File: config.mk
export PLATFORM = sky130hd
export DESIGN_NAME = ppc_port4_pin_control
export DESIGN_NICKNAME = d
export VERILOG_FILES = /design/src/inc/ppc_pkg.sv /design/src/design/ppc_port4_pin_control.sv
export SDC_FILE = /design/constraint.sdc
export NUM_CORES = 1
export LEC_CHECK = 0
export ABC_CLOCK_PERIOD_IN_PS = 2900
export BUFFER_PORTS_ARGS = -buffer_cell sky130_fd_sc_hd__buf_2
export CAP_MARGIN = 20
export CORE_MARGIN = 2
export CORE_UTILIZATION = 49
export CTS_CLUSTER_SIZE = 8
export DETAILED_ROUTE_END_ITERATION = 16
export GPL_TIMING_DRIVEN = 1
export PLACE_DENSITY = 0.79
export REMOVE_ABC_BUFFERS = 1
export SLEW_MARGIN = 5
export SYNTH_ARGS = -nofsm -noshare
export SYNTH_HDL_FRONTEND = slang
export SYNTH_SLANG_ARGS = --single-unit
File: constraint.sdc
create_clock -name CLK -period 2.9 [get_ports CLK]
set_clock_uncertainty 0.05 [all_clocks]
set_input_delay 0.29 -clock CLK [delete_from_list [all_inputs] [get_ports CLK]]
set_output_delay 0.29 -clock CLK [all_outputs]
set_load 0.05 [all_outputs]
File: src/inc/ppc_pkg.sv
`default_nettype none
package ppc_pkg;
  // Bus geometry
  localparam int ADDR_W = 8;
  localparam int DATA_W = 32;
  localparam int NPINS  = 3;

  // Register indices; byte address is four times the index
  localparam logic [5:0] IDX_PIN1_CONTROL = 6'h19;
  localparam logic [5:0] IDX_PIN2_CONTROL = 6'h1A;
  localparam logic [5:0] IDX_PIN3_CONTROL = 6'h1B;
  localparam logic [5:0] IDX_PORT_CONFIG  = 6'h1C;
  localparam logic [5:0] IDX_PORT_STATUS  = 6'h1D;

  // Port configuration fields
  localparam int CFG_PULL_DIRECTION_SELECT = 0;
  localparam int CFG_EXTERNAL_CLOCK_SELECT = 1;
  // Port status fields
  localparam int STS_PIN_CHANGE_REQUEST_FLAG = 0;
  localparam int STS_PIN_LEVEL_LSB           = 1;

  // Reset values
  localparam logic [3:0]        CTRL_RST = 4'h0;
  localparam logic [1:0]        CFG_RST  = 2'h0;
  localparam logic [DATA_W-1:0] ZERO_WORD = 32'h0000_0000;

  // Level change sampling: 64 Hz time base at a 50 ns clock
  localparam longint SAMPLE_PERIOD_NS = 15625000;
  localparam longint CLK_PERIOD_NS    = 50;
  localparam int     SAMPLE_CYCLES    = int'(SAMPLE_PERIOD_NS / CLK_PERIOD_NS);
  localparam int     SAMPLE_CNT_W     = 19;

  // Per-pin control register, bit 3 down to bit 0
  typedef struct packed {
    logic irq_enable;
    logic alt_select;
    logic direction;
    logic drive_mode;
  } ppc_ctrl_t;

  // Pad-side drive of one pin
  typedef struct packed {
    logic pin_out;
    logic pin_oe;
    logic pull_up_en;
    logic pull_down_en;
  } ppc_pad_t;
endpackage
`default_nettype wire

File: src/design/ppc_port4_pin_control.sv
// Chosen here: the APB interface to the registers.
`timescale 1ns/100ps
`default_nettype none
module ppc_port4_pin_control #(
  parameter int SAMPLE_DIV = ppc_pkg::SAMPLE_CYCLES
) (
  input  wire logic                        CLK,
  input  wire logic                        SRST,
  input  wire logic                        PSEL,
  input  wire logic                        PENABLE,
  input  wire logic                        PWRITE,
  input  wire logic [ppc_pkg::ADDR_W-1:0]  PADDR,
  input  wire logic [ppc_pkg::DATA_W-1:0]  PWDATA,
  output var  logic [ppc_pkg::DATA_W-1:0]  PRDATA,
  output var  logic                        PREADY,
  output var  logic                        PSLVERR,
  input  wire logic [ppc_pkg::NPINS-1:0]   PIN_IN,
  output var  logic [ppc_pkg::NPINS-1:0]   PIN_OUT,
  output var  logic [ppc_pkg::NPINS-1:0]   PIN_OE,
  output var  logic [ppc_pkg::NPINS-1:0]   PULL_UP_EN,
  output var  logic [ppc_pkg::NPINS-1:0]   PULL_DOWN_EN,
  input  wire logic [ppc_pkg::NPINS-1:0]   PORT_DATA,
  input  wire logic                        SERIAL_DATA_READY,
  input  wire logic                        SERIAL_CLK_OUT,
  output var  logic                        SERIAL_CLK_IN,
  input  wire logic                        OSC_RC_CLK,
  output var  logic                        PIN_CHANGE_INTERRUPT
);

  localparam int NP = ppc_pkg::NPINS;

  ppc_pkg::ppc_ctrl_t ctrl [NP];
  logic [1:0]         port_config;
  logic               flag;
  logic [NP-1:0]      pin_meta;
  logic [NP-1:0]      pin_sync;
  logic [NP-1:0]      pin_last;
  logic               osc_meta;
  logic               osc_sync;
  logic [ppc_pkg::SAMPLE_CNT_W-1:0] sample_cnt;
  logic               sample_tick;

  // Bus decode
  wire logic [5:0]  bus_idx    = PADDR[7:2];
  wire logic        bus_align  = (PADDR[1:0] == 2'h0);
  wire logic        bus_access = PSEL && PENABLE;
  wire logic        bus_done   = bus_access && PREADY;
  wire logic        hit_pin1   = bus_align && (bus_idx == ppc_pkg::IDX_PIN1_CONTROL);
  wire logic        hit_pin2   = bus_align && (bus_idx == ppc_pkg::IDX_PIN2_CONTROL);
  wire logic        hit_pin3   = bus_align && (bus_idx == ppc_pkg::IDX_PIN3_CONTROL);
  wire logic        hit_cfg    = bus_align && (bus_idx == ppc_pkg::IDX_PORT_CONFIG);
  wire logic        hit_sts    = bus_align && (bus_idx == ppc_pkg::IDX_PORT_STATUS);
  wire logic        hit_any    = hit_pin1 || hit_pin2 || hit_pin3 || hit_cfg || hit_sts;
  wire logic [NP-1:0] hit_ctrl = {hit_pin3, hit_pin2, hit_pin1};
  wire logic        wr_done    = bus_done && PWRITE;
  wire ppc_pkg::ppc_ctrl_t wr_ctrl = ppc_pkg::ppc_ctrl_t'(PWDATA[3:0]);

  wire logic pull_direction_select = port_config[ppc_pkg::CFG_PULL_DIRECTION_SELECT];
  wire logic external_clock_select = port_config[ppc_pkg::CFG_EXTERNAL_CLOCK_SELECT];

  // Control registers are write-only; they read back as zero
  wire logic [ppc_pkg::DATA_W-1:0] rd_word =
    hit_cfg ? {30'h0000_0000, port_config} :
    hit_sts ? {28'h000_0000, pin_sync, flag} :
    ppc_pkg::ZERO_WORD;

  wire logic next_ready = bus_access && !PREADY;
  wire logic next_err   = bus_access && !PREADY && !hit_any;

  // Secondary function routing per pin
  wire logic [NP-1:0] alt_data  = {osc_sync, SERIAL_CLK_OUT, SERIAL_DATA_READY};
  wire logic [NP-1:0] alt_drive = {1'b1, !external_clock_select, 1'b1};

  logic [NP-1:0] out_mode;
  logic [NP-1:0] irq_en;
  ppc_pkg::ppc_pad_t next_pad [NP];

  genvar g;
  generate
    for (g = 0; g < NP; g++)
    begin : g_pin
      wire logic data_src = ctrl[g].alt_select ? alt_data[g] : PORT_DATA[g];
      assign out_mode[g]  = ctrl[g].alt_select ? alt_drive[g] : ctrl[g].direction;
      assign irq_en[g]    = ctrl[g].irq_enable && !out_mode[g];
      // Open drain only ever pulls low
      assign next_pad[g].pin_out = out_mode[g] && !ctrl[g].drive_mode && data_src;
      assign next_pad[g].pin_oe  = out_mode[g] && (!ctrl[g].drive_mode || !data_src);
      assign next_pad[g].pull_up_en =
        !out_mode[g] && !ctrl[g].drive_mode && !pull_direction_select;
      assign next_pad[g].pull_down_en =
        !out_mode[g] && !ctrl[g].drive_mode && pull_direction_select;

      always_ff @(posedge CLK)
      begin
        if (SRST)
        begin
          ctrl[g]         <= ppc_pkg::ppc_ctrl_t'(ppc_pkg::CTRL_RST);
          PIN_OUT[g]      <= 1'b0;
          PIN_OE[g]       <= 1'b0;
          PULL_UP_EN[g]   <= 1'b0;
          PULL_DOWN_EN[g] <= 1'b0;
        end
        else
        begin
          if (wr_done && hit_ctrl[g])
          begin
            ctrl[g] <= wr_ctrl;
          end
          PIN_OUT[g]      <= next_pad[g].pin_out;
          PIN_OE[g]       <= next_pad[g].pin_oe;
          PULL_UP_EN[g]   <= next_pad[g].pull_up_en;
          PULL_DOWN_EN[g] <= next_pad[g].pull_down_en;
        end
      end
    end
  endgenerate

  // Level change detection at the sampling tick
  wire logic [NP-1:0] pin_change = (pin_sync ^ pin_last) & irq_en;
  wire logic any_change = sample_tick && (|pin_change);
  wire logic flag_clear = wr_done && hit_sts && PWDATA[ppc_pkg::STS_PIN_CHANGE_REQUEST_FLAG];
  wire logic next_flag  = any_change || (flag && !flag_clear);
  wire logic sample_wrap =
    (sample_cnt == ppc_pkg::SAMPLE_CNT_W'(SAMPLE_DIV - 1));

  // Bus slave
  always_ff @(posedge CLK)
  begin
    if (SRST)
    begin
      PREADY      <= 1'b0;
      PSLVERR     <= 1'b0;
      PRDATA      <= ppc_pkg::ZERO_WORD;
      port_config <= ppc_pkg::CFG_RST;
    end
    else
    begin
      PREADY  <= next_ready;
      PSLVERR <= next_err;
      PRDATA  <= (next_ready && !PWRITE) ? rd_word : ppc_pkg::ZERO_WORD;
      if (wr_done && hit_cfg)
      begin
        port_config <= PWDATA[1:0];
      end
    end
  end

  // Synchronisers for pins and oscillator clock
  always_ff @(posedge CLK)
  begin
    if (SRST)
    begin
      pin_meta <= '0;
      pin_sync <= '0;
      osc_meta <= 1'b0;
      osc_sync <= 1'b0;
    end
    else
    begin
      pin_meta <= PIN_IN;
      pin_sync <= pin_meta;
      osc_meta <= OSC_RC_CLK;
      osc_sync <= osc_meta;
    end
  end

  // 64 Hz sampling time base
  always_ff @(posedge CLK)
  begin
    if (SRST)
    begin
      sample_cnt  <= '0;
      sample_tick <= 1'b0;
    end
    else
    begin
      sample_cnt  <= sample_wrap ? '0 : sample_cnt + 1'b1;
      sample_tick <= sample_wrap;
    end
  end

  // Sampled level history and shared request flag
  always_ff @(posedge CLK)
  begin
    if (SRST)
    begin
      pin_last             <= '0;
      flag                 <= 1'b0;
      PIN_CHANGE_INTERRUPT <= 1'b0;
      SERIAL_CLK_IN        <= 1'b0;
    end
    else
    begin
      if (sample_tick)
      begin
        pin_last <= pin_sync;
      end
      flag                 <= next_flag;
      PIN_CHANGE_INTERRUPT <= next_flag;
      SERIAL_CLK_IN        <= ctrl[1].alt_select && external_clock_select && pin_sync[1];
    end
  end

  property p_ctrl_write;
    @(posedge CLK) disable iff (SRST)
    (wr_done && hit_pin1) |=> (ctrl[0] == $past(PWDATA[3:0]));
  endproperty
  a_ctrl_write: assert property (p_ctrl_write)
    else $error("pin1 control not loaded from write data");

  property p_reset_clear;
    @(posedge CLK)
    SRST |=> (ctrl[0] == 4'h0) && (ctrl[1] == 4'h0) && (ctrl[2] == 4'h0);
  endproperty
  a_reset_clear: assert property (p_reset_clear)
    else $error("control bits not cleared by reset");

  property p_flag_cause;
    @(posedge CLK) disable iff (SRST)
    $rose(flag) |-> $past(sample_tick && |((pin_sync ^ pin_last) & irq_en));
  endproperty
  a_flag_cause: assert property (p_flag_cause)
    else $error("request flag set without enabled input change");

  property p_no_irq_output;
    @(posedge CLK) disable iff (SRST)
    (sample_tick && ((pin_sync ^ pin_last) & ~irq_en) != '0
      && ((pin_sync ^ pin_last) & irq_en) == '0 && !flag) |=> !flag;
  endproperty
  a_no_irq_output: assert property (p_no_irq_output)
    else $error("request from disabled or output pin");

  property p_change_sets;
    @(posedge CLK) disable iff (SRST)
    (sample_tick && |((pin_sync ^ pin_last) & irq_en)) |=> flag && PIN_CHANGE_INTERRUPT;
  endproperty
  a_change_sets: assert property (p_change_sets)
    else $error("enabled change did not set request flag");

  property p_tick_spacing;
    @(posedge CLK) disable iff (SRST)
    sample_tick |=> !sample_tick;
  endproperty
  a_tick_spacing: assert property (p_tick_spacing)
    else $error("sampling tick repeated too soon");

  property p_ready_forced;
    @(posedge CLK) disable iff (SRST)
    (ctrl[0].alt_select && !ctrl[0].drive_mode) |=> PIN_OE[0] && (PIN_OUT[0] == $past(SERIAL_DATA_READY));
  endproperty
  a_ready_forced: assert property (p_ready_forced)
    else $error("data-ready pin not driven");

  property p_sclk_dir;
    @(posedge CLK) disable iff (SRST)
    (ctrl[1].alt_select && external_clock_select) |=> !PIN_OE[1];
  endproperty
  a_sclk_dir: assert property (p_sclk_dir)
    else $error("serial clock pin driven while external clock");

  property p_mon_forced;
    @(posedge CLK) disable iff (SRST)
    (ctrl[2].alt_select && !ctrl[2].drive_mode) |=> PIN_OE[2];
  endproperty
  a_mon_forced: assert property (p_mon_forced)
    else $error("monitor pin not forced to output");

  property p_open_drain;
    @(posedge CLK) disable iff (SRST)
    (out_mode[0] && ctrl[0].drive_mode) |=> !PIN_OUT[0] && !PULL_UP_EN[0];
  endproperty
  a_open_drain: assert property (p_open_drain)
    else $error("open-drain pin drove high");

  property p_pull_select;
    @(posedge CLK) disable iff (SRST)
    (!out_mode[2] && !ctrl[2].drive_mode) |=>
      (PULL_DOWN_EN[2] == $past(pull_direction_select)) && (PULL_UP_EN[2] != PULL_DOWN_EN[2]);
  endproperty
  a_pull_select: assert property (p_pull_select)
    else $error("pull resistor direction wrong");

  property p_plain_input;
    @(posedge CLK) disable iff (SRST)
    (!ctrl[1].alt_select && !ctrl[1].direction) |=> !PIN_OE[1];
  endproperty
  a_plain_input: assert property (p_plain_input)
    else $error("input pin driven");

  property p_flag_hold;
    @(posedge CLK) disable iff (SRST)
    (flag && !flag_clear) |=> flag;
  endproperty
  a_flag_hold: assert property (p_flag_hold)
    else $error("request flag dropped without clear");

  property p_ie_zero;
    @(posedge CLK) disable iff (SRST)
    (!ctrl[0].irq_enable && !ctrl[1].irq_enable && !ctrl[2].irq_enable && !flag) |=> !flag;
  endproperty
  a_ie_zero: assert property (p_ie_zero)
    else $error("request flag set with all enables clear");

  property p_sclk_out;
    @(posedge CLK) disable iff (SRST)
    (ctrl[1].alt_select && !external_clock_select && !ctrl[1].drive_mode) |=>
      PIN_OE[1] && (PIN_OUT[1] == $past(SERIAL_CLK_OUT));
  endproperty
  a_sclk_out: assert property (p_sclk_out)
    else $error("serial clock not driven out");

  property p_osc_out;
    @(posedge CLK) disable iff (SRST)
    (ctrl[2].alt_select && !ctrl[2].drive_mode) |=> PIN_OUT[2] == $past(osc_sync);
  endproperty
  a_osc_out: assert property (p_osc_out)
    else $error("oscillator clock not on monitor pin");

  property p_hiz_input;
    @(posedge CLK) disable iff (SRST)
    (!out_mode[1] && ctrl[1].drive_mode) |=> !PIN_OE[1] && !PULL_UP_EN[1] && !PULL_DOWN_EN[1];
  endproperty
  a_hiz_input: assert property (p_hiz_input)
    else $error("high-impedance input has a pull or drive");

endmodule
`default_nettype wire

* After elaboration in Yosys (flattened, before gate mapping) *
Memories as Yosys holds them, arrays and structs flattened.
Cells that the tools add are included.

cells by class
  multiplexer cells = 22
  bitwise operators = 7
  reductions and logical operators = 71
  equality and inequality tests = 6
  add/subtract/negate cells = 1

operator list
  operator                                             number
  logical AND 1 bit                                    42
  equality test 6 x 5 -> 1 bit, second input constant  5
  adder 19 x 1 -> 19 bit, second input constant        1
  equality test 19 bit, second input constant          1
  2-to-1 mux 1 bit                                     17
  logical NOT 1 bit                                    15
  2-to-1 mux 4 bit                                     3
  logical OR 1 bit                                     8
  OR reduction 3 bit                                   2
  2-to-1 mux 2 bit                                     2
  OR reduction 2 bit                                   2
  OR reduction 4 bit                                   1
  bitwise AND 3 bit                                    1
  bitwise OR 1 bit                                     3
  bitwise XOR 3 bit                                    1
  logical NOT 2 bit                                    1
  inverter 1 bit                                       2

storage, ports and cells
  register bits = 81
  memories = 1
  memory bits (writable) = 12
  bits of input ports = 54
  logic and storage cells = 135
  output and inout port bits = 48

memories
  memory  depth  bits a word  rd ports  clocked after Yosys merged registers in  wr ports  RTL line                     RTL
  ctrl    3      4            3         0                                        3         ppc_port4_pin_control.sv:32  ppc_pkg::ppc_ctrl_t ctrl [NP];

* Logic depth before layout (Yosys ltp) *
Gate-level depths: netlist (run 1).

  depth after elaboration = 8
  gate-level depth with buffers = 6

* Worst setup path before layout (run 1) *
OpenSTA, ideal clock, no wires.

  path kind = register -> register
  start point = register PREADY
  end point = memory ctrl[1][0] (netlist bit) (enable)
  cell stages (with the launch flop) = 5
  buffers on the path = 1
  required time = 2471 ps
  slack = 655 ps
  library setup time = 379 ps
  clock period less this slack = 2245 ps
  arrival = 1815 ps
  cell sequence = dfxtp_1 nand2_1 or4_1 clkbuf_2 o41ai_1

RTL lines
  element                 RTL line                      RTL
  start, declared         ppc_port4_pin_control.sv:15   output var logic PREADY,
  start signal, assigned  ppc_port4_pin_control.sv:138  PREADY <= next_ready;
  end, declared           ppc_port4_pin_control.sv:32

* Final worst setup path (run 1) *
  start point = register sample_cnt[11] (netlist bit)
  end point = register sample_cnt[15] (netlist bit)

on the way
  cells in the longest elaborated chain, start to end = 2
  elaborated cells between the ends (all ways) = 3
  classes of those cells = 1 x add/sub; 1 x eq/ne; 1 x reduce/logical

ends and longest elaborated chain
  element                                                                         RTL line                      RTL
  start, declared                                                                 ppc_port4_pin_control.sv:40   logic [ppc_pkg::SAMPLE_CNT_W-1:0] sample_cnt;
  start signal, assigned                                                          ppc_port4_pin_control.sv:177  sample_cnt <= sample_wrap ? '0 : sample_cnt + 1'b1;
  parallel branches: the longest is 2 deep, another holds adder 19 x 1 -> 19 bit  n/a

Parallel ways; which one is timed is not known.
A chain may end at the register's enable or synchronous reset.

==> flow_metrics.py, run 1 <==
metrics = {
    "yosys": {
        "netlist_top_cells_count": "53 x dfxtp_1, 37 x nor2_1, 29 x buf_4, 13 x nand2_1",
        "synth_area_leaders": "dfxtp_1 38%, edfxtp_1 13%, buf_4 7.8%, nor2_1 5.0%, mux2i_1 3.6%",
        "yosysMostFrequentCell": "dfxtp_1",
        "synth_top_cell_area_share_pct": 37.96,
        "async_reset_ff_share_pct": 0,
        "yosysUniqueCellTypes": 43,
        "postSynthAreaPerCell_um2": 9.705,
        "synthCells": 288,
        "ys_seq_area_share_pct": 50.85,
        "syn_area_um2": 2795,
        "synth-seq-cells": 65,
        "yosysTopAreaCell": "dfxtp_1",
        "synth_edf_count": 12,
        "ys_warn_count": 0,
        "synthFlopType": "dfxtp_1",
    },
    "global_routing": {
        "antenna_found_initial": 0,
        "grt_pass1_wl_um": 8362,
        "overflow": 0,
        "grt_max_degree": 29,
        "grt_pass1_vias": 1896,
        "grt_use_total_pct": 17.56,
    },
    "route": {
        "ant_nets": 0,
        "post_drt_wl_per_cell_um": 12.42,
        "route.vias.total": 2029,
        "drt_iter0_markers": 79,
        "firstDrtPassIters": 4,
        "drc_errors": 0,
        "wl_um": 5128,
        "via_per_inst": 4.913,
    },
    "setup_path": {
        "path_delay_family": "simple AND/OR/NAND/NOR gates",
        "r2r-end": "sample_cnt[15]",
        "r2r_setup_slack_ps": 770,
        "slowest_delay_ps": 600,
        "reg2reg_depth": 4,
        "crit_slowest_cell": "o21ai_2",
        "criticalPathCategory": "flop to flop",
        "r2r_start": "sample_cnt[11]",
        "cp_max_fo": 18,
        "cp_cell_sequence": "or4_1, or3_1, o21ai_2, nor2_1",
        "arrival_ps": 2290,
        "cp-start-kind": "flop",
        "endpoint_kind": "flop",
        "cp.buffers_inverters": 0,
        "crit_required_ps": 3050,
    },
    "clocking": {
        "cts_hold_buf": 0,
        "cts_sinks": 65,
        "cts_setup_buffers": 0,
        "clockRootBuffer": "clkbuf_8",
        "cts_tree": "built",
        "cts_made_buffers": 9,
        "cts_buffer_depth": 2,
        "ctsResizeCount": 0,
        "clock_latency_ps": 340,
        "clk_pin_slew_worst_paths_ps": 70,
        "htreeDepth": 3,
    },
    "floorplanning": {
        "die_width_um": 79.53,
        "io_pins": 102,
        "start_util_pct": 50.76,
        "rows": 27,
        "core_area_um2": 5507,
        "die_area_um2": 6324,
        "fp.dieH_um": 79.53,
    },
    "timing": {
        "setup_viol": 0,
        "slew_violations": 0,
        "finalHoldViolations": 0,
        "layout_min_cycle_time_ps": 2135,
        "post-route-period-util_pct": 73.61,
        "rsz0062_at_grt": "false",
        "maxSlewHeadroom_pct": 48.85,
        "setup_tns_ps": 0,
        "fmax_mhz": 468.5,
        "tightest_slew_ps": 760.3,
    },
    "finish": {
        "drive_gt1_share_pct": 18.77,
        "syn_to_final_growth_pct": 14.01,
        "fin_util_pct": 57.87,
        "stdcell_count": 413,
        "finish.net_count": 391,
        "num_antenna_cells": 0,
    },
    "status": {
        "status": "finished, final reports clean",
    },
    "placement": {
        "post-dp-hpwl_um": 3686,
        "port_buffers": 45,
        "gp_congestion": 0.8334,
        "dp.cells": 397,
    },
    "pwr": {
        "p_int_mw": 1.449,
        "power_frac_comb_pct": 9.5,
        "pwr_density_cell_nw_per_um2": 608.4,
        "pwr-share-clk_pct": 41.5,
        "pwr-share-seq_pct": 49.0,
        "p_sw_share_pct": 25.27,
        "p_leak_nw": 1.318,
        "power.switching_mw": 0.4899,
        "ir_drop_v": 0.0004074,
    },
    "hold_path": {
        "whs_path_depth": 2,
        "min_to": "pin_meta[2]",
        "hp-class": "primary input to flop",
        "worstHoldStart": "PIN_IN[2]",
    },
    "run": {
        "drv_cap": 0,
    },
}
==> power by group through the flow <==
stage / combinational (mW) / clock (mW) / sequential [mW]
finish: 0.184 / 0.805 / 0.950
detailed placement: 0.183 / 0 / 0.970
global placement: 0.180 / 0 / 0.969
global route: 0.196 / 0.861 / 0.951
floorplan: 0.113 / 0 / 0.990
CTS: 0.184 / 0.824 / 0.949
==> worst max path at each step <==
stage | to | cells after the start | slack, ps | startpoint
2_1_floorplan | ctrl[0][0] | 3 | 670 | PREADY
4_1_cts | sample_cnt[15] | 4 | 760 | sample_cnt[11]
6_report | sample_cnt[15] | 4 | 770 | sample_cnt[11]
3_3_place_gp | ctrl[2][1] | 4 | 610 | PADDR[7]
5_1_grt | sample_cnt[16] | 4 | 610 | sample_cnt[11]
3_5_place_dp | ctrl[2][0] | 4 | 580 | PADDR[7]
==> layer usage <==
| layer | up-vias | GRT usage, % | wire (um) |
|---|---|---|---|
| li1 | 1028 | - | - |
| met1 | 933 | 20.70 | 2252 |
| met2 | 62 | 27.23 | 2476 |
| met3 | 6 | 8.258 | 342 |
| met4 | 0 | 7.759 | 57 |
| met5 | - | 0 | 0 |
==> cell type report <==
class                           instances  area, um2
Multi-Input combinational cell        201       1181
Sequential cell                        65       1421
Clock inverter                          7      85.08
Clock buffer                            9      123.9
Tap cell                               72      90.09
Inverter                               12      45.04
Timing Repair Buffer                   47      240.2
Fill cell                             469       2320
==> cell families (layout without fill, tap and decap cells) <==
kind of cell             Yosys count  after routing  share of synthesized area, %
multiplexers                      10             10                         3.581
flip-flops                        65             65                         50.85
buffers and inverters             49             75                         10.52
XOR/XNOR                          17             17                         5.327
AND/OR/NAND/NOR                  126            126                         24.44
other                              1             28                        0.1342
AO/OA/AOI/OAI                     19             19                         4.700
adder cells (fa/ha/maj)            1              1                        0.4476
==> cell usage in the layout, fill, tap and decap left out, types with 3 or more instances in the layout <==
cell type and instances:
nand2_1 13, nor4b_1 3, buf_2 45, clkbuf_8 9, nand4_1 5, and3_1 6, a21oi_1 5, nor2b_1 10
mux2i_1 10, and2_1 12, or4_1 3, xor2_1 6, conb_1 28, nor3_1 11, or3_1 3, nor4_1 7
edfxtp_1 12, dfxtp_1 53, xnor2_1 11, o21ai_0 3, nor2_1 37, nand3_1 6, inv_1 12
==> through the flow <==
stage	power (mW)	cell area [um2]	hold WS, ps	setup WS (ps)
6_report	1.939	3187	106.8	765.3
5_1_grt	2.009	3187	101.3	606.9
2_1_floorplan	1.103	2648	311.6	669.5
3_5_place_dp	1.153	2978	378.7	576.2
4_1_cts	1.957	3187	92.69	755.5
3_3_place_gp	1.149	2978	366.7	614.7
==> registers in the layout, summed over array words and instances, names as in the netlist, 2 cells and up <==
signal,flops
sample_cnt,19
ctrl,12
PRDATA,4
PIN_OE,3
PIN_OUT,3
PULL_DOWN_EN,3
PULL_UP_EN,3
pin_last,3
pin_meta,3
pin_sync,3
port_config,2
No activity file was read; power rests on OpenSTA's default activity.
==> inputs of run 2 (changes only) <==
Settings changed: ABC_CLOCK_PERIOD_IN_PS 2900 to 2100.
Clock period 2.9 ns to 2.1 ns, I/O delays scaled along.
==> run 2 against run 1 <==
Against the previous run: sequential share of layout area down 0.30 points; setup slack got worse by 590 ps; final area is 0.67% higher; clock power up 21%; register-to-register slack got worse by 590 ps; non-clock buffer count rose by 7; critical endpoint is now ctrl[0][2].
==> flow_metrics.py, run 2 (synthesized netlist as in run 1, its figures left out) <==
metrics = {
    "status": {
        "status": "finished, final reports clean",
    },
    "route": {
        "ant_nets": 0,
        "route.vias.total": 2065,
        "firstDrtPassIters": 4,
        "drt-met1-wl_um": 2211,
        "via_per_inst": 4.917,
        "drt_iter0_markers": 106,
        "top_layer": "met4",
        "wl_met3_um": 375,
        "post_drt_wl_per_cell_um": 12.42,
        "drc_errors": 0,
        "wl_um": 5217,
        "routed-wl-met2_um": 2562,
    },
    "placement": {
        "pre_cts_slack_ps": -10.82,
        "port_buffers": 45,
        "post-dp-hpwl_um": 3841,
        "gp_congestion": 0.7870,
    },
    "pwr": {
        "ir_drop_v": 0.0005827,
        "pwr-share-clk_pct": 38.2,
        "p_int_mw": 1.885,
        "total_power_mw": 2.544,
        "p_sw_share_pct": 25.90,
        "power_frac_comb_pct": 10.2,
        "p_leak_nw": 1.337,
        "pwr_density_cell_nw_per_um2": 792.9,
        "pwr-share-seq_pct": 51.6,
        "power.switching_mw": 0.6589,
    },
    "clocking": {
        "cts_buffer_depth": 2,
        "cts_sinks": 65,
        "cts_made_buffers": 9,
        "cts_hold_buf": 0,
        "ctsResizeCount": 0,
        "clock_latency_ps": 340,
        "cts_tree": "built",
        "clockRootBuffer": "clkbuf_8",
        "clk_pin_slew_worst_paths_ps": 60,
        "htreeDepth": 3,
        "cts_setup_buffers": 0,
    },
    "setup_path": {
        "reg2reg_depth": 4,
        "cp_cell_sequence": "nand2_1, or4_1, nor4b_1, and2_1",
        "crit_required_ps": 2260,
        "criticalPathCategory": "flop to flop",
        "arrival_ps": 2080,
        "slowest_delay_ps": 560,
        "cp-start-kind": "flop",
        "cp_max_fo": 7,
        "endpoint_kind": "flop",
        "crit_slowest_cell": "or4_1",
    },
    "finish": {
        "fill_cells": 476,
        "reg_top3": "sample_cnt (19), ctrl (12), PRDATA (4)",
        "syn_to_final_growth_pct": 14.77,
        "largest_register_ffs": 19,
        "finish.net_count": 398,
        "regMostFlops": "sample_cnt",
        "drive_gt1_share_pct": 19.54,
        "mostFrequentLayoutCells": "53 x dfxtp_1, 45 x buf_2, 37 x nor2_1",
        "mostFrequentLayoutCell": "dfxtp_1",
        "num_antenna_cells": 0,
    },
    "global_routing": {
        "grt_pass1_vias": 1972,
        "grt_pass1_wl_um": 8556,
        "overflow": 0,
        "grt_max_degree": 19,
        "antenna_found_initial": 0,
        "grt_use_total_pct": 18.03,
    },
    "hold_path": {
        "hp-class": "primary input to flop",
        "whs_path_depth": 2,
    },
    "timing": {
        "rsz0062_at_grt": "false",
        "finalHoldViolations": 0,
        "maxSlewHeadroom_pct": 63.42,
        "post-route-period-util_pct": 91.55,
        "setup_slack_ps": 177.4,
        "fmax_mhz": 520.1,
        "setup_viol": 0,
        "slew_violations": 0,
        "layout_min_cycle_time_ps": 1923,
        "tightest_slew_ps": 541.1,
    },
    "floorplanning": {
        "die_area_um2": 6324,
        "rows": 27,
        "io_pins": 102,
        "die_width_um": 79.53,
        "start_util_pct": 50.76,
        "fp.dieH_um": 79.53,
        "core_area_um2": 5507,
    },
    "run": {
        "drv_cap": 0,
    },
}
==> run 2: changes by cell type in the layout (fill, tap and decap cells not counted), sizes merged <==
cell and change:
buf +7, bufinv -1, clkbuf +2, clkinvlp -1
==> run 2: power groups by stage <==
stage                     combinational, mW  clock (mW)  sequential [mW]
after floorplan                       0.157           0             1.37
after CTS                             0.259       0.996             1.31
after detailed placement              0.259           0             1.34
after global routing                  0.278        1.05             1.31
final                                 0.260       0.972             1.31
after global placement                0.254           0             1.34
==> run 2: layout make-up <==
class                   instances  area (um2)  area share (%)
repair buffers                 54       292.8           9.126
flip-flops and latches         65        1421           44.31
clock buffers                  11       131.4           4.095
inverters                      12       45.04           1.404
clock inverters                 5       46.29           1.443
multi-input cells             201        1181           36.82
well taps                      72       90.09           2.808
==> run 2: worst paths after layout <==
kind / startpoint / endpoint / slack, ps
worst max-delay path: PREADY / ctrl[0][2] / 180
worst min-delay path: PIN_IN[2] / pin_meta[2] / 30
worst max register to register: PREADY / ctrl[0][2] / 180
worst min register to register: osc_meta / osc_sync / 380
==> run 2: metrics by stage <==
| step | cells | setup TNS [ps] | utilization, % | hold WS, ps | area [um2] |
|---|---|---|---|---|---|
| 6_report | 420 | 0 | 58.26 | 30.92 | 3208 |
| 5_1_grt | 420 | 0 | 58.26 | 21.31 | 3208 |
| 4_1_cts | 420 | 0 | 58.26 | 19.39 | 3208 |
| 3_5_place_dp | 404 | -20.91 | 55.03 | 376.4 | 3030 |
| 3_3_place_gp | 404 | 0 | 55.03 | 367.8 | 3030 |
| 2_1_floorplan | 278 | -1151 | - | 231.6 | 2648 |
==> run 2: worst max-delay path, delay by kind of cell, from the launching register on <==
family | cells | cell delay (ps)
simple gates | 4 | 1350
flops | 1 | 390
==> run 2: metal layers <==
layer  up-vias  track usage (%)
met5         -                0
met4         0            7.414
met3        10            7.466
met2        74            30.76
met1       934            19.74
li1       1047                -
==> inputs of run 3 (changes only) <==
==> constraint.sdc (replaced) <==
create_clock -name CLK -period 2.1 [get_ports CLK]
set_clock_uncertainty 0.05 [all_clocks]
set_input_delay 0.105 -clock CLK [delete_from_list [all_inputs] [get_ports CLK]]
set_output_delay 0.105 -clock CLK [all_outputs]
set_load 0.05 [all_outputs]
==> run 3 against run 2 <==
Against the previous run: clock power is 5% higher; critical path depth stayed put; non-clock buffer count is 4 higher; wire length is 5.8% higher; core utilization is 0.98 points higher; global-route usage is 0.72 points higher; first-iteration DRC count is 26% lower; via count is 1.6% higher; final area is 1.7% higher; die area stayed put; critical path type unchanged; largest power group unchanged; highest routed layer unchanged.
==> flow_metrics.py, run 3 (synthesized netlist as in run 1, its figures left out) <==
metrics = {
    "finish": {
        "mostFrequentLayoutCells": "53 x dfxtp_1, 45 x buf_2, 37 x nor2_1",
        "regMostFlops": "sample_cnt",
        "drive_gt1_share_pct": 19.60,
        "mostFrequentLayoutCell": "dfxtp_1",
        "stdcell_count": 424,
        "largest_register_ffs": 19,
        "fin_util_pct": 59.24,
        "finish.net_count": 402,
        "num_antenna_cells": 0,
        "final_cell_area_um2": 3262,
        "syn_to_final_growth_pct": 16.70,
        "reg_top3": "sample_cnt (19), ctrl (12), PRDATA (4)",
    },
    "pwr": {
        "p_leak_nw": 1.362,
        "total_power_mw": 2.595,
        "pwr_density_cell_nw_per_um2": 795.7,
        "ir_drop_v": 0.0005483,
    },
    "global_routing": {
        "grt_pass1_vias": 2077,
        "grt_pass1_wl_um": 8970,
        "grt_max_degree": 22,
        "overflow": 0,
        "antenna_found_initial": 0,
        "grt_use_total_pct": 18.76,
    },
    "setup_path": {
        "crit_path_end": "ctrl[1][2]",
        "r2r_start": "PREADY",
        "cp_max_fo": 7,
        "arrival_ps": 1900,
        "crit_required_ps": 2110,
        "startpoint": "PREADY",
        "r2r-end": "ctrl[1][2]",
        "reg2reg_depth": 4,
        "criticalPathCategory": "flop to flop",
        "cp-start-kind": "flop",
        "endpoint_kind": "flop",
        "r2r_setup_slack_ps": 210,
    },
    "timing": {
        "tightest_slew_ps": 519.7,
        "post-route-period-util_pct": 89.79,
        "finalHoldWorstSlack_ps": 6.130,
        "finalHoldViolations": 0,
        "fmax_mhz": 530.3,
        "maxSlewHeadroom_pct": 64.86,
        "rsz0062_at_grt": "false",
        "setup_viol": 0,
        "setup_slack_ps": 214.4,
        "slew_violations": 0,
        "layout_min_cycle_time_ps": 1886,
        "setup_tns_ps": 0,
    },
    "clocking": {
        "cts_sinks": 65,
        "cts_hold_buf": 5,
        "cts_buffer_depth": 2,
        "htreeDepth": 3,
        "cts_tree": "built",
        "clock_latency_ps": 340,
        "clk_pin_slew_worst_paths_ps": 70,
        "cts_setup_buffers": 0,
        "cts_made_buffers": 9,
        "ctsResizeCount": 0,
        "clockRootBuffer": "clkbuf_8",
    },
    "route": {
        "ant_nets": 0,
        "via_per_inst": 4.948,
        "post_drt_wl_per_cell_um": 13.02,
        "route.vias.total": 2098,
        "firstDrtPassIters": 4,
        "drc_errors": 0,
        "wl_um": 5520,
        "drt_iter0_markers": 78,
    },
    "floorplanning": {
        "rows": 27,
        "die_width_um": 79.53,
        "fp.dieH_um": 79.53,
        "die_area_um2": 6324,
        "core_area_um2": 5507,
        "start_util_pct": 50.76,
        "io_pins": 102,
    },
    "placement": {
        "port_buffers": 45,
        "gp_congestion": 0.8243,
        "pre_cts_slack_ps": 62.98,
        "dpl-instance-area_um2": 3023,
        "post-dp-hpwl_um": 3919,
        "dp.cells": 403,
    },
    "run": {
        "drv_cap": 0,
    },
    "status": {
        "status": "finished, final reports clean",
    },
    "hold_path": {
        "hp-class": "primary input to flop",
    },
}
run 3: report_power, final:
| part | switching [mW] | leakage (nW) | internal, mW |
|---|---|---|---|
| logic | 0.207 | 0.708 | 0.0596 |
| registers | 0.0155 | 0.556 | 1.30 |
| clock network | 0.440 | 0.0974 | 0.578 |
run 3: how the worst min path moves through the flow:
| stage | startpoint | endpoint | slack, ps | depth (start not counted) |
|---|---|---|---|---|
| after floorplan | SRST | osc_meta | 130 | 1 |
| after global placement | PIN_IN[0] | pin_meta[0] | 270 | 2 |
| after detailed placement | OSC_RC_CLK | osc_meta | 270 | 2 |
| after CTS | PWDATA[1] | port_config[1] | 1 | 3 |
| after global routing | PORT_DATA[2] | PIN_OUT[2] | 10 | 3 |
| final | PWDATA[1] | port_config[1] | 6 | 3 |
run 3: metal layers:
| layer | global-route usage, % | wire length [um] |
|---|---|---|
| met1 | 20.39 | 2279 |
| met2 | 32.69 | 2779 |
| met3 | 6.335 | 374 |
| met4 | 8.793 | 86 |
| met5 | 0 | 0 |
run 3: final cells by class:
type,instances,area [um2]
clock inverters,3,40.04
multi-input cells,201,1181
inverters,12,45.04
well taps,72,90.09
clock buffers,13,148.9
repair buffers,58,335.3
fillers,496,2245
flip-flops and latches,65,1421
run 3: worst max-delay path, cell delays in order (launching register included):
cell and delay (ps):
dfxtp_1 370, nand2_1 60, or4_1 550, o41ai_1 370
buf_4 210
